**src/common/tws_pkg.sv**
```systemverilog
// constants, field layout and carrier types of the two-wire status block
package tws_pkg;
    // ****************************************
    // register map (byte addresses)
    // ****************************************
    localparam int ADDR_W = 8;
    localparam logic [7:0] ADDR_STATUS = 8'h00;
    localparam logic [7:0] ADDR_IE = 8'h04;
    localparam logic [7:0] ADDR_CTRL = 8'h08;
    localparam logic [7:0] ADDR_DBUF = 8'h0c;
    localparam logic [7:0] ADDR_SLA = 8'h10;
    localparam logic [7:0] ADDR_TOV = 8'h14;

    // ****************************************
    // status bit positions
    // ****************************************
    localparam int B_START = 0;
    localparam int B_TX = 1;
    localparam int B_RX = 2;
    localparam int B_STR = 3;
    localparam int B_TO = 4;
    localparam int B_AM = 5;
    localparam int B_AL = 6;
    localparam int B_NACK = 7;
    localparam int B_GC = 8;
    localparam int B_RO = 9;
    localparam int B_SCL = 10;
    localparam int B_SP = 11;
    localparam int B_BUSY = 14;
    localparam int B_BUS = 15;

    localparam logic [15:0] FLAG_MASK = 16'h0bff;
    localparam logic [15:0] SW_SET_MASK = 16'h0b33;
    localparam logic [15:0] SW_CLR_MASK = 16'h09ff;
    localparam logic [15:0] IE_MASK = 16'h0bff;
    localparam logic [15:0] STATUS_RESET = 16'h0000;

    // ****************************************
    // control register bits
    // ****************************************
    localparam int C_EN = 0;
    localparam int C_MST = 1;
    localparam int C_GCEN = 2;
    localparam int C_STREN = 3;
    localparam logic [3:0] CTRL_RESET = 4'h0;

    localparam int DBUF_W = 10;
    localparam logic [6:0] GC_ADDR = 7'h00;
    localparam logic [1:0] RESP_OKAY = 2'b00;
    localparam logic [1:0] RESP_SLVERR = 2'b10;

    // events from the shift engine, same clock domain
    typedef struct packed {
        logic tx_done;
        logic rx_done;
        logic [7:0] rx_data;
        logic nack;
        logic arb_lost;
        logic start_fail;
        logic addr_valid;
        logic [6:0] addr;
        logic stretch_req;
        logic in_transfer;
        logic owns_bus;
    } tws_evt_t;
endpackage

```
**src/tws_status.sv**
```systemverilog
// two-wire bus controller status flags with an axi4-lite register slave
//
// Contract
// - set transmit-complete flag after byte shifted out and ack bit received
// - set receive-ready flag when a data byte lands in the receive buffer
// - stretch enabled: set stretch flag, hold clock low until software clears
// - master mode: set timeout on start failure or clock low past limit
// - set address-match flag when received address equals own slave address
// - master losing arbitration sets arbitration-loss flag, clears master-mode bit
// - set nack flag when our transmitter receives a not-acknowledge
// - set general-call flag only when enabled and general call address received
// - set overrun flag when a second byte arrives before buffer read
// - buffer read clears overrun; writing zero to overrun does nothing
// - read-only bit shows present clock line level
// - set stop flag whenever a stop condition appears
// - status bits 13 and 12 always read zero
// - controller-busy set while in transfer or not owning the bus
// - bus-busy set on start or repeated start, cleared on stop
// - bus-busy forced zero on reset and while controller disabled
// - software writing one sets start, tx, timeout, match, gc, overrun, stop
// - receive, stretch, arbitration and nack flags settable only by hardware
// - event flags other than overrun stay set until software clears them by writing zero
// - clock level and bus-busy bits ignore software writes
// - set start flag on start or repeated start
// - data buffer writes accepted only while controller-busy is zero
module tws_status
    import tws_pkg::*;
(
    input wire logic mclk,
    input wire logic rstn,
    input wire logic ce,
    input wire logic [tws_pkg::ADDR_W-1:0] s_axi_awaddr,
    input wire logic s_axi_awvalid,
    output logic s_axi_awready,
    input wire logic [31:0] s_axi_wdata,
    input wire logic [3:0] s_axi_wstrb,
    input wire logic s_axi_wvalid,
    output logic s_axi_wready,
    output logic [1:0] s_axi_bresp,
    output logic s_axi_bvalid,
    input wire logic s_axi_bready,
    input wire logic [tws_pkg::ADDR_W-1:0] s_axi_araddr,
    input wire logic s_axi_arvalid,
    output logic s_axi_arready,
    output logic [31:0] s_axi_rdata,
    output logic [1:0] s_axi_rresp,
    output logic s_axi_rvalid,
    input wire logic s_axi_rready,
    input wire tws_pkg::tws_evt_t evt,
    input wire logic scl_i,
    input wire logic sda_i,
    output logic scl_o,
    output logic scl_oen,
    output logic [tws_pkg::DBUF_W-1:0] tx_data,
    output logic tx_load,
    output logic [3:0] ctrl_out,
    output logic [6:0] own_slave_address_reg,
    output logic irq
);
    import tws_pkg::*;

    // ****************************************
    // declarations
    // ****************************************
    logic [15:0] flags;
    logic [15:0] next_flags;
    logic [15:0] hw_set;
    logic [15:0] sw_set;
    logic [15:0] sw_clr;
    logic [15:0] interrupt_enable;
    logic [15:0] timeout_value_reg;
    logic [15:0] to_cnt;
    logic [3:0] ctrl;
    logic [7:0] rx_buf;
    logic rx_unread;
    logic controller_busy;
    logic bus_busy;
    logic [2:0] scl_sync;
    logic [2:0] sda_sync;
    logic clock_line_level;
    logic sda_level;
    logic start_det;
    logic stop_det;
    logic to_expire;
    logic [ADDR_W-1:0] aw_addr;
    logic aw_held;
    logic [31:0] w_data;
    logic [3:0] w_strb;
    logic w_held;
    logic wr_go;
    logic [15:0] wmask;
    logic [15:0] wval;
    logic wr_status;
    logic rd_take;
    logic rd_dbuf;
    logic [31:0] rd_word;
    logic rd_hit;

    function automatic logic addr_hit(input logic valid, input logic [6:0] got, input logic [6:0] want);
        addr_hit = valid && (got == want);
    endfunction

    // ****************************************
    // pin synchronisers
    // ****************************************
    // a level moves only when the second and third stages agree
    always_ff @(posedge mclk or negedge rstn)
    begin
        if (!rstn)
        begin
            scl_sync <= 3'h7;
            sda_sync <= 3'h7;
            clock_line_level <= 1'b1;
            sda_level <= 1'b1;
        end
        else if (ce)
        begin
            scl_sync <= {scl_sync[1:0], scl_i};
            sda_sync <= {sda_sync[1:0], sda_i};
            if (scl_sync[1] == scl_sync[2])
            begin
                clock_line_level <= scl_sync[2];
            end
            if (sda_sync[1] == sda_sync[2])
            begin
                sda_level <= sda_sync[2];
            end
        end
    end

    assign start_det = clock_line_level && sda_level && (sda_sync[1] == sda_sync[2]) && !sda_sync[2]
        && (scl_sync[1] == scl_sync[2]) && scl_sync[2];
    assign stop_det = clock_line_level && !sda_level && (sda_sync[1] == sda_sync[2]) && sda_sync[2]
        && (scl_sync[1] == scl_sync[2]) && scl_sync[2];

    // ****************************************
    // register bus decode
    // ****************************************
    assign wr_go = aw_held && w_held && !s_axi_bvalid;
    assign wmask = {{8{w_strb[1]}}, {8{w_strb[0]}}};
    assign wval = w_data[15:0] & wmask;
    assign wr_status = wr_go && (aw_addr == ADDR_STATUS);
    assign rd_take = s_axi_arvalid && s_axi_arready;
    assign rd_dbuf = rd_take && (s_axi_araddr == ADDR_DBUF);

    always_comb
    begin
        rd_hit = 1'b1;
        rd_word = 32'h0000_0000;
        case (s_axi_araddr)
            ADDR_STATUS: rd_word[15:0] = (flags & FLAG_MASK) | ({15'h0000, clock_line_level} << B_SCL)
                | ({15'h0000, controller_busy} << B_BUSY) | ({15'h0000, bus_busy} << B_BUS);
            ADDR_IE: rd_word[15:0] = interrupt_enable;
            ADDR_CTRL: rd_word[3:0] = ctrl;
            ADDR_DBUF: rd_word[7:0] = rx_buf;
            ADDR_SLA: rd_word[6:0] = own_slave_address_reg;
            ADDR_TOV: rd_word[15:0] = timeout_value_reg;
            default: rd_hit = 1'b0;
        endcase
    end

    // ****************************************
    // write channel
    // ****************************************
    always_ff @(posedge mclk or negedge rstn)
    begin
        if (!rstn)
        begin
            s_axi_awready <= 1'b1;
            s_axi_wready <= 1'b1;
            s_axi_bvalid <= 1'b0;
            s_axi_bresp <= RESP_OKAY;
            aw_held <= 1'b0;
            w_held <= 1'b0;
            aw_addr <= '0;
            w_data <= 32'h0000_0000;
            w_strb <= 4'h0;
        end
        else if (ce)
        begin
            if (s_axi_awvalid && s_axi_awready)
            begin
                aw_addr <= s_axi_awaddr;
                aw_held <= 1'b1;
                s_axi_awready <= 1'b0;
            end
            if (s_axi_wvalid && s_axi_wready)
            begin
                w_data <= s_axi_wdata;
                w_strb <= s_axi_wstrb;
                w_held <= 1'b1;
                s_axi_wready <= 1'b0;
            end
            if (wr_go)
            begin
                aw_held <= 1'b0;
                w_held <= 1'b0;
                s_axi_bvalid <= 1'b1;
                case (aw_addr)
                    ADDR_STATUS, ADDR_IE, ADDR_CTRL, ADDR_DBUF, ADDR_SLA, ADDR_TOV: s_axi_bresp <= RESP_OKAY;
                    default: s_axi_bresp <= RESP_SLVERR;
                endcase
            end
            if (s_axi_bvalid && s_axi_bready)
            begin
                s_axi_bvalid <= 1'b0;
                s_axi_awready <= 1'b1;
                s_axi_wready <= 1'b1;
            end
        end
    end

    // ****************************************
    // read channel
    // ****************************************
    always_ff @(posedge mclk or negedge rstn)
    begin
        if (!rstn)
        begin
            s_axi_arready <= 1'b1;
            s_axi_rvalid <= 1'b0;
            s_axi_rdata <= 32'h0000_0000;
            s_axi_rresp <= RESP_OKAY;
        end
        else if (ce)
        begin
            if (rd_take)
            begin
                s_axi_arready <= 1'b0;
                s_axi_rvalid <= 1'b1;
                s_axi_rdata <= rd_word;
                s_axi_rresp <= rd_hit ? RESP_OKAY : RESP_SLVERR;
            end
            else if (s_axi_rvalid && s_axi_rready)
            begin
                s_axi_rvalid <= 1'b0;
                s_axi_arready <= 1'b1;
            end
        end
    end

    // ****************************************
    // configuration registers
    // ****************************************
    always_ff @(posedge mclk or negedge rstn)
    begin
        if (!rstn)
        begin
            interrupt_enable <= STATUS_RESET;
            own_slave_address_reg <= 7'h00;
            timeout_value_reg <= 16'h0000;
        end
        else if (ce && wr_go)
        begin
            if (aw_addr == ADDR_IE)
            begin
                interrupt_enable <= (interrupt_enable & ~wmask) | (wval & IE_MASK);
            end
            if (aw_addr == ADDR_SLA && w_strb[0])
            begin
                own_slave_address_reg <= w_data[6:0];
            end
            if (aw_addr == ADDR_TOV)
            begin
                timeout_value_reg <= (timeout_value_reg & ~wmask) | wval;
            end
        end
    end

    // master bit: arbitration loss beats a software write
    always_ff @(posedge mclk or negedge rstn)
    begin
        if (!rstn)
        begin
            ctrl <= CTRL_RESET;
        end
        else if (ce)
        begin
            if (wr_go && aw_addr == ADDR_CTRL && w_strb[0])
            begin
                ctrl <= w_data[3:0];
            end
            if (ctrl[C_MST] && evt.arb_lost)
            begin
                ctrl[C_MST] <= 1'b0;
            end
        end
    end

    // ****************************************
    // data buffer
    // ****************************************
    always_ff @(posedge mclk or negedge rstn)
    begin
        if (!rstn)
        begin
            tx_data <= '0;
            tx_load <= 1'b0;
            rx_buf <= 8'h00;
            rx_unread <= 1'b0;
        end
        else if (ce)
        begin
            tx_load <= 1'b0;
            if (wr_go && aw_addr == ADDR_DBUF && !controller_busy)
            begin
                tx_data <= w_data[DBUF_W-1:0];
                tx_load <= 1'b1;
            end
            if (evt.rx_done)
            begin
                rx_buf <= evt.rx_data;
                rx_unread <= 1'b1;
            end
            else if (rd_dbuf)
            begin
                rx_unread <= 1'b0;
            end
        end
    end

    // ****************************************
    // timeout counter
    // ****************************************
    // counts mclk cycles of clock low; zero limit disables it
    assign to_expire = ctrl[C_MST] && !clock_line_level && (timeout_value_reg != 16'h0000)
        && (to_cnt == timeout_value_reg - 16'h0001);

    always_ff @(posedge mclk or negedge rstn)
    begin
        if (!rstn)
        begin
            to_cnt <= 16'h0000;
        end
        else if (ce)
        begin
            if (!ctrl[C_MST] || clock_line_level)
            begin
                to_cnt <= 16'h0000;
            end
            else if (to_cnt != timeout_value_reg)
            begin
                to_cnt <= to_cnt + 16'h0001;
            end
        end
    end

    // ****************************************
    // event flags
    // ****************************************
    always_comb
    begin
        hw_set = 16'h0000;
        hw_set[B_START] = start_det;
        hw_set[B_TX] = evt.tx_done;
        hw_set[B_RX] = evt.rx_done;
        hw_set[B_STR] = ctrl[C_STREN] && evt.stretch_req;
        hw_set[B_TO] = ctrl[C_MST] && (evt.start_fail || to_expire);
        hw_set[B_AM] = addr_hit(evt.addr_valid, evt.addr, own_slave_address_reg);
        hw_set[B_AL] = ctrl[C_MST] && evt.arb_lost;
        hw_set[B_NACK] = evt.nack;
        hw_set[B_GC] = ctrl[C_GCEN] && addr_hit(evt.addr_valid, evt.addr, GC_ADDR);
        hw_set[B_RO] = evt.rx_done && rx_unread;
        hw_set[B_SP] = stop_det;
        sw_set = wr_status ? (wval & SW_SET_MASK) : 16'h0000;
        // zero clears, hardware-only bits excluded from set
        sw_clr = wr_status ? (~w_data[15:0] & wmask & SW_CLR_MASK) : 16'h0000;
        if (rd_dbuf)
        begin
            sw_clr[B_RO] = 1'b1;
        end
        // a set in the clearing cycle wins
        next_flags = ((flags & ~sw_clr) | sw_set | hw_set) & FLAG_MASK;
    end

    always_ff @(posedge mclk or negedge rstn)
    begin
        if (!rstn)
        begin
            flags <= STATUS_RESET;
        end
        else if (ce)
        begin
            flags <= next_flags;
        end
    end

    // ****************************************
    // live status bits and pin drive
    // ****************************************
    always_ff @(posedge mclk or negedge rstn)
    begin
        if (!rstn)
        begin
            controller_busy <= 1'b0;
            bus_busy <= 1'b0;
        end
        else if (ce)
        begin
            controller_busy <= evt.in_transfer || !evt.owns_bus;
            if (!ctrl[C_EN])
            begin
                bus_busy <= 1'b0;
            end
            else if (start_det)
            begin
                bus_busy <= 1'b1;
            end
            else if (stop_det)
            begin
                bus_busy <= 1'b0;
            end
        end
    end

    always_ff @(posedge mclk or negedge rstn)
    begin
        if (!rstn)
        begin
            scl_o <= 1'b0;
            scl_oen <= 1'b1;
            irq <= 1'b0;
            ctrl_out <= CTRL_RESET;
        end
        else if (ce)
        begin
            scl_o <= 1'b0;
            scl_oen <= !flags[B_STR];
            irq <= |(flags & interrupt_enable & FLAG_MASK);
            ctrl_out <= ctrl;
        end
    end
endmodule

```
**config.mk**
```make
export PLATFORM = sky130hd
export DESIGN_NAME = tws_status
export DESIGN_NICKNAME = d
export VERILOG_FILES = /design/src/common/tws_pkg.sv /design/src/tws_status.sv
export SDC_FILE = /design/constraint.sdc
export NUM_CORES = 1
export LEC_CHECK = 0
export BUFFER_PORTS_ARGS = -buffer_cell sky130_fd_sc_hd__buf_4
export CAP_MARGIN = 10
export CORE_MARGIN = 10
export CORE_UTILIZATION = 45
export CTS_CLUSTER_SIZE = 10
export DETAILED_ROUTE_END_ITERATION = 16
export HOLD_SLACK_MARGIN = 0.1
export MAX_ROUTING_LAYER = met4
export PLACE_DENSITY = 0.7
export SYNTH_ARGS = -nofsm -noshare
export SYNTH_HDL_FRONTEND = slang
export SYNTH_SLANG_ARGS = --single-unit
```
**constraint.sdc**
```tcl
create_clock -name mclk -period 1.95 [get_ports mclk]
set_input_delay 0.585 -clock mclk [delete_from_list [all_inputs] [get_ports mclk]]
set_output_delay 0.585 -clock mclk [all_outputs]
set_load 0.05 [all_outputs]
```
==> results of run 1 <==
[where the power goes]
part	switching, W	total, W	internal, W
sequential	0.000639	0.00444	0.00381
clock	0.00139	0.00346	0.00207
combinational	0.00117	0.00226	0.00109
total	0.00320	0.0102	0.00697
[per-layer routing]
metal  track usage, %  vias up  share of wire, %
li1                 -     2956                 -
met1             25.4     3239                44
met2             28.9      242                47
met3             4.74       32               6.8
met4             6.10        0               1.9
met5                -        -                 0
[path summary, 6_finish.rpt]
path / startpoint / to / slack [ns] / cells after the start
max in group asynchronous: rstn / sda_sync[0] / 1.48 / 2
setup / recovery: flop / flags[4] / -0.24 / 7
hold reg to reg: scl_oen / scl_oen / 0.47 / 2
min in group mclk: evt[0] / controller_busy / 0.34 / 2
hold / removal: rstn / aw_addr[4] / 0.13 / 2
setup reg to reg: flop / flags[4] / -0.24 / 7
[final cells by class]
| class | count | area, um2 |
|---|---|---|
| Inverter | 18 | 67.6 |
| Multi-Input combinational cell | 497 | 3940 |
| Fill cell | 1341 | 6400 |
| Clock inverter | 11 | 158 |
| Sequential cell | 157 | 3950 |
| Timing Repair Buffer | 235 | 1930 |
| Tap cell | 225 | 282 |
| Clock buffer | 21 | 450 |
[Yosys cell counts (3+ instances only)]
| library cell | instances | share of area, % |
|---|---|---|
| dfrtp_1 | 145 | 46 |
| mux2_2 | 99 | 14 |
| nand2_1 | 69 | 3.3 |
| o21ai_0 | 44 | 2.8 |
| nand3_1 | 24 | 1.5 |
| a21oi_1 | 22 | 1.4 |
| nor2_1 | 22 | 1.1 |
| xor2_1 | 22 | 2.5 |
| buf_4 | 21 | 2.0 |
| inv_1 | 18 | 0.86 |
| clkbuf_1 | 17 | 0.81 |
| or3_1 | 13 | 1.0 |
| dfstp_2 | 12 | 4.0 |
| xnor2_1 | 12 | 1.3 |
| and2_1 | 11 | 0.88 |
| nand4_1 | 10 | 0.80 |
| nor4_1 | 10 | 0.80 |
| o31ai_1 | 10 | 0.96 |
| nor3_1 | 9 | 0.57 |
| mux2i_1 | 8 | 1.0 |
| buf_1 | 7 | 0.33 |
| a222oi_1 | 5 | 0.64 |
| a22o_1 | 5 | 0.56 |
| a22oi_1 | 5 | 0.48 |
| or4_1 | 5 | 0.48 |
| a21boi_0 | 4 | 0.38 |
| a221oi_1 | 4 | 0.45 |
| and3_1 | 4 | 0.32 |
| mux2_4 | 4 | 0.77 |
| nor3b_1 | 4 | 0.38 |
| o2111ai_1 | 4 | 0.45 |
| buf_6 | 3 | 0.43 |
| nor2b_1 | 3 | 0.24 |
| o22ai_1 | 3 | 0.24 |
| or2_2 | 3 | 0.24 |
[logic make-up after synthesis]
group | Yosys count
XOR/XNOR | 34
AND/OR/NAND/NOR | 205
adder cells (fa/ha/maj) | 2
other | 1
flip-flops | 157
multiplexers | 113
buffers and inverters | 69
AO/OA/AOI/OAI | 124
[worst max-delay path: cells and delay by family (launching register included)]
family / cells / cell delay (ns)
mux: 1 / 0.10
buf+inv: 1 / 0.16
simple gates: 3 / 0.87
compound gates: 2 / 0.52
flops: 1 / 0.46
[per-stage QoR]
step           area (um2)  hold WS, ns  setup WS (ns)
2_1_floorplan        7980        0.289         -0.210
3_3_place_gp         9680        0.456         -0.328
3_5_place_dp         9680        0.458         -0.333
4_1_cts             10500        0.142         -0.245
5_1_grt             10800        0.153         -0.315
6_report            10800        0.131         -0.244
[timing repair]
action / CTS / global route
resized for setup: 31 / 73
pin swaps: 15 / 21
cloned: 1 / 2
setup buffers: 10 / 4
setup endpoints to repair: 23 / 70
==> out/qor.yml, run 1 <==
slew_viol_final: 0
hold_viol_final: 0
ys_async_sr_fraction_pct: 100
utilization_pct: 62.8
power.density_nw_per_um2: 944
grt_pass1_wl_um: 35500
synth.area.mux_share_pct: 16.6
rsz0062_at_grt: "true"
yosysWarnings: 0
synth-edff-count: 0
die_x_um: 152
firstDrtPassIters: 7
die-height_um: 152
clk_pin_slew_ns: 0.06
first_iter_violations: 455
yosys_register_bits: 157
dp_hpwl_um: 16300
cts_tree: "done"
crit_type: "flop to flop"
final-setup-viol-count: 48
num_rows: 48
violations: "negative setup slack"
clockBufferDepth: 2
final_common_cell: "buf_4"
htreeDepth: 4
cts_buffers: 17
crit_path_max_incr_delay_ns: 0.58
via_count: 6469
antenna_found_initial: 0
cts_root_buf: "clkbuf_16"
clk-insertion-delay-late_ns: 0.43
total_power_w: 0.0102
crit_slowest_cell: "or4_4"
clock_skew_ns: 0.00746
dp.cells: 1117
worst_slack_ns: -0.244
synth-compound-area-share_pct: 10.2
io_buffers: 114
synth_top_family_by_area: "multiplexers"
power.leakage_nw: 5.06
dieArea_um2: 23100
hold_class: "input pin to asynchronous set/reset pin"
syn_area_um2: 7850
drcViolationCount: 0
wl_per_cell_um: 19.2
diodes: 0
core_um2: 17200
synth-main-ff-cell: "dfrtp_1"
min_period_ns: 2.19
status: "complete, but fails checks"
worst_ep_required_time_ns: 2.30
drive_gt1_share_pct: 47.2
synth_xor_area_share_pct: 3.80
area_growth_pct: 37.4
first_global_vias: 6733
tightest_slew_ns: 0.511
final_cells: 1164
endpoint_kind: "flop"
cts_hold_buffers: 0
critPathArrivalTime_ns: 2.54
place_congestion: 0.888
relSlewSlack_pct: 65.9
final_cell_mix: "207 x buf_4, 139 x dfrtp_1, 85 x mux2_2"
final_nets: 1014
peakVddDrop_mv: 0.772
syn_inst: 705
synth-seq-area-share_pct: 50.3
overflow: 0
ant_nets: 0
ioPinCount: 152
start_util_pct: 45.7
grt_max_degree: 60
fmax_mhz: 456
finalSetupTns_ns: -3.59
finalCritPeriodShare_pct: 113
critical_path.cell_chain: "or4_4, buf_4, nor3_1, mux2i_1, o32ai_1, nand4_1, o31ai_2"
critPathMaxFanout: 5
viasPerCell: 5.56
synthSimpleGateAreaFrac_pct: 14.2
max-cap-violations: 0
cp-start-kind: "flop"
synthAdderAreaFrac_pct: 0.319
cts_sinks: 157
wl_um: 22400
grt_use_total_pct: 19.3
yosysUniqueCellTypes: 66
avgSynthCellArea_um2: 11.1
(Power assumes the default switching activity.)
==> run 2, diff against run 1 <==
- BUFFER_PORTS_ARGS: -buffer_cell sky130_fd_sc_hd__buf_4 -> -buffer_cell sky130_fd_sc_hd__buf_2
==> run 2 against run 1 <==
  * The run still ends with negative setup slack left
  * Critical path depth is 1 lower
  * Maximum frequency is 1.5% lower
  * Wire length is 0.45% lower
  * Power is 5.4% lower
  * Flip-flop and latch count stayed put
  * Core utilization is 1.9 points lower
==> out/qor.yml, run 2 (same netlist as run 1, synthesis figures left out) <==
htreeDepth: 4  # unchanged
power.leakage_nw: 4.96  # was 5.06 nW
drive_gt1_share_pct: 48.1  # was 47.2%
crit_end: "flags[4]"  # unchanged
critPathArrivalTime_ns: 2.54  # about the same
crit_type: "flop to flop"  # unchanged
finalCritPeriodShare_pct: 114  # was 113%
hp-start: "evt[0]"
die-height_um: 152  # unchanged
cts_root_buf: "clkbuf_16"  # unchanged
clk_pin_slew_ns: 0.07  # was 0.06 ns
r2r_cells: 6  # was 7
area_growth_pct: 33.2  # was 37.4%
placed_cell_area_um2: 9450  # was 9680 um2
critPathMaxFanout: 4  # was 5
fmax_mhz: 449  # was 456 MHz
final_nets: 1013  # was 1014
violations: "negative setup slack"  # unchanged
min_period_ns: 2.23  # was 2.19 ns
rr_endpoint: "flags[4]"  # unchanged
slew_viol_final: 0  # unchanged
num_rows: 48  # unchanged
cp-start-kind: "flop"  # unchanged
stdcell_area_um2: 10400  # was 10800 um2
cts_sinks: 157  # unchanged
rsz0062_at_grt: "true"  # unchanged
peakVddDrop_mv: 1.03  # was 0.772 mV
first_iter_violations: 423  # was 455
wl_um: 22300  # was 22400 um
top_layer_used: "met4"  # unchanged
start_util_pct: 45.7  # unchanged
ioPinCount: 152  # unchanged
ant_nets: 0  # unchanged
core_um2: 17200  # unchanged
overflow: 0  # unchanged
hold_class: "input pin to flop"  # was input pin to asynchronous set/reset pin
grt_pass1_wl_um: 35200  # was 35500 um
via_count: 6375  # was 6469
hold_slack_ns: 0.332  # was 0.131 ns
cts_buffers: 17  # unchanged
drcViolationCount: 0  # unchanged
hold_viol_final: 0  # unchanged
final_cell_mix: "137 x dfrtp_1, 113 x buf_2, 96 x buf_4"  # was 207 x buf_4, 139 x dfrtp_1, 85 x mux2_2
viasPerCell: 5.48  # was 5.56
clockBufferDepth: 2  # unchanged
clk-insertion-delay-late_ns: 0.43  # about the same
worst_slack_ns: -0.278  # was -0.244 ns
first_global_vias: 6545  # was 6733
grt_max_degree: 52  # was 60
die_x_um: 152  # unchanged
ff2ff_setup_slack_ns: -0.28  # was -0.24 ns
antenna_found_initial: 2  # was 0
wl_met2_um: 10400  # was 10500 um
io_buffers: 114  # unchanged
endpoint_kind: "flop"  # unchanged
final-setup-viol-count: 17  # was 48
dieArea_um2: 23100  # unchanged
dr_wl_met3_um: 1420  # was 1530 um
max-cap-violations: 0  # unchanged
worst_ep_required_time_ns: 2.26  # was 2.30 ns
grt_use_total_pct: 19.2  # was 19.3%
final_common_cell: "dfrtp_1"  # was buf_4
dp_hpwl_um: 16400  # was 16300 um
wirelength_met1_um: 10200  # was 9920 um
wl_per_cell_um: 19.1  # was 19.2 um
clock_skew_ns: 0.0126  # was 0.00746 ns
cts_tree: "done"  # unchanged
firstDrtPassIters: 6  # was 7
place_congestion: 0.892  # was 0.888
power.density_nw_per_um2: 921  # was 944 nW/um2
status: "complete, but fails checks"  # unchanged
-- run 2: metrics by stage --
stage | utilization [%] | TNS (ns) | total power, W | std cells | worst slack, ns
finish | 60.8 | -1.54 | 0.00963 | 1164 | -0.278
CTS | 59.1 | -0.846 | 0.00957 | 1161 | -0.243
global placement | 55.0 | -6.32 | 0.00633 | 1122 | -0.322
floorplan | - | -3.19 | 0.00548 | 723 | -0.210
detailed placement | 55.0 | -8.78 | 0.00639 | 1122 | -0.344
global route | 60.8 | -2.93 | 0.0100 | 1164 | -0.339
-- run 2: worst min path at each step --
stage                     slack, ns  cells after the start                    endpoint
after floorplan                0.29                      0  asynchronous set/reset pin
after global placement         0.45                      2                     scl_oen
after detailed placement       0.46                      2              s_axi_rresp[1]
after CTS                      0.33                      2             controller_busy
after global routing           0.33                      2             controller_busy
final                          0.33                      2             controller_busy
-- run 2: layout make-up --
class / instances / area [um2]
Clock inverter: 12 / 103
Tap cell: 225 / 282
Clock buffer: 20 / 447
Fill cell: 1386 / 6730
Timing Repair Buffer: 234 / 1640
Inverter: 18 / 67.6
Multi-Input combinational cell: 497 / 3960
Sequential cell: 157 / 3950
Antenna cell: 1 / 2.50
-- run 2: where the power goes --
| group | internal [W] | leakage, nW | switching (W) | total [W] |
|---|---|---|---|---|
| registers | 0.00380 | 2.01 | 0.000633 | 0.00444 |
| logic | 0.000957 | 2.68 | 0.00111 | 0.00206 |
| clock network | 0.00170 | 0.268 | 0.00143 | 0.00313 |
-- run 2: per-layer routing --
metal  global-route usage (%)  up-vias
met3                     4.35       21
met5                        -        -
met2                     28.8      226
li1                         -     2979
met4                     5.50        0
met1                     25.4     3149
-- run 2: timing repair --
item | in CTS | in global routing
endpoints found under the hold margin | 18 | 0
cloned | 1 | 0
resized for setup | 22 | 73
setup endpoints to repair | 23 | 62
pin swaps | 16 | 38
buffers inserted | 5 | 3
hold buffers | 1 | 0
-- run 2: worst max-delay path, stage by stage (launching register included) --
cell	delay [ns]
dfrtp_2	0.45
or4_4	0.60
or3_4	0.37
mux2_4	0.30
mux2i_1	0.13
o22a_1	0.18
o31ai_2	0.06
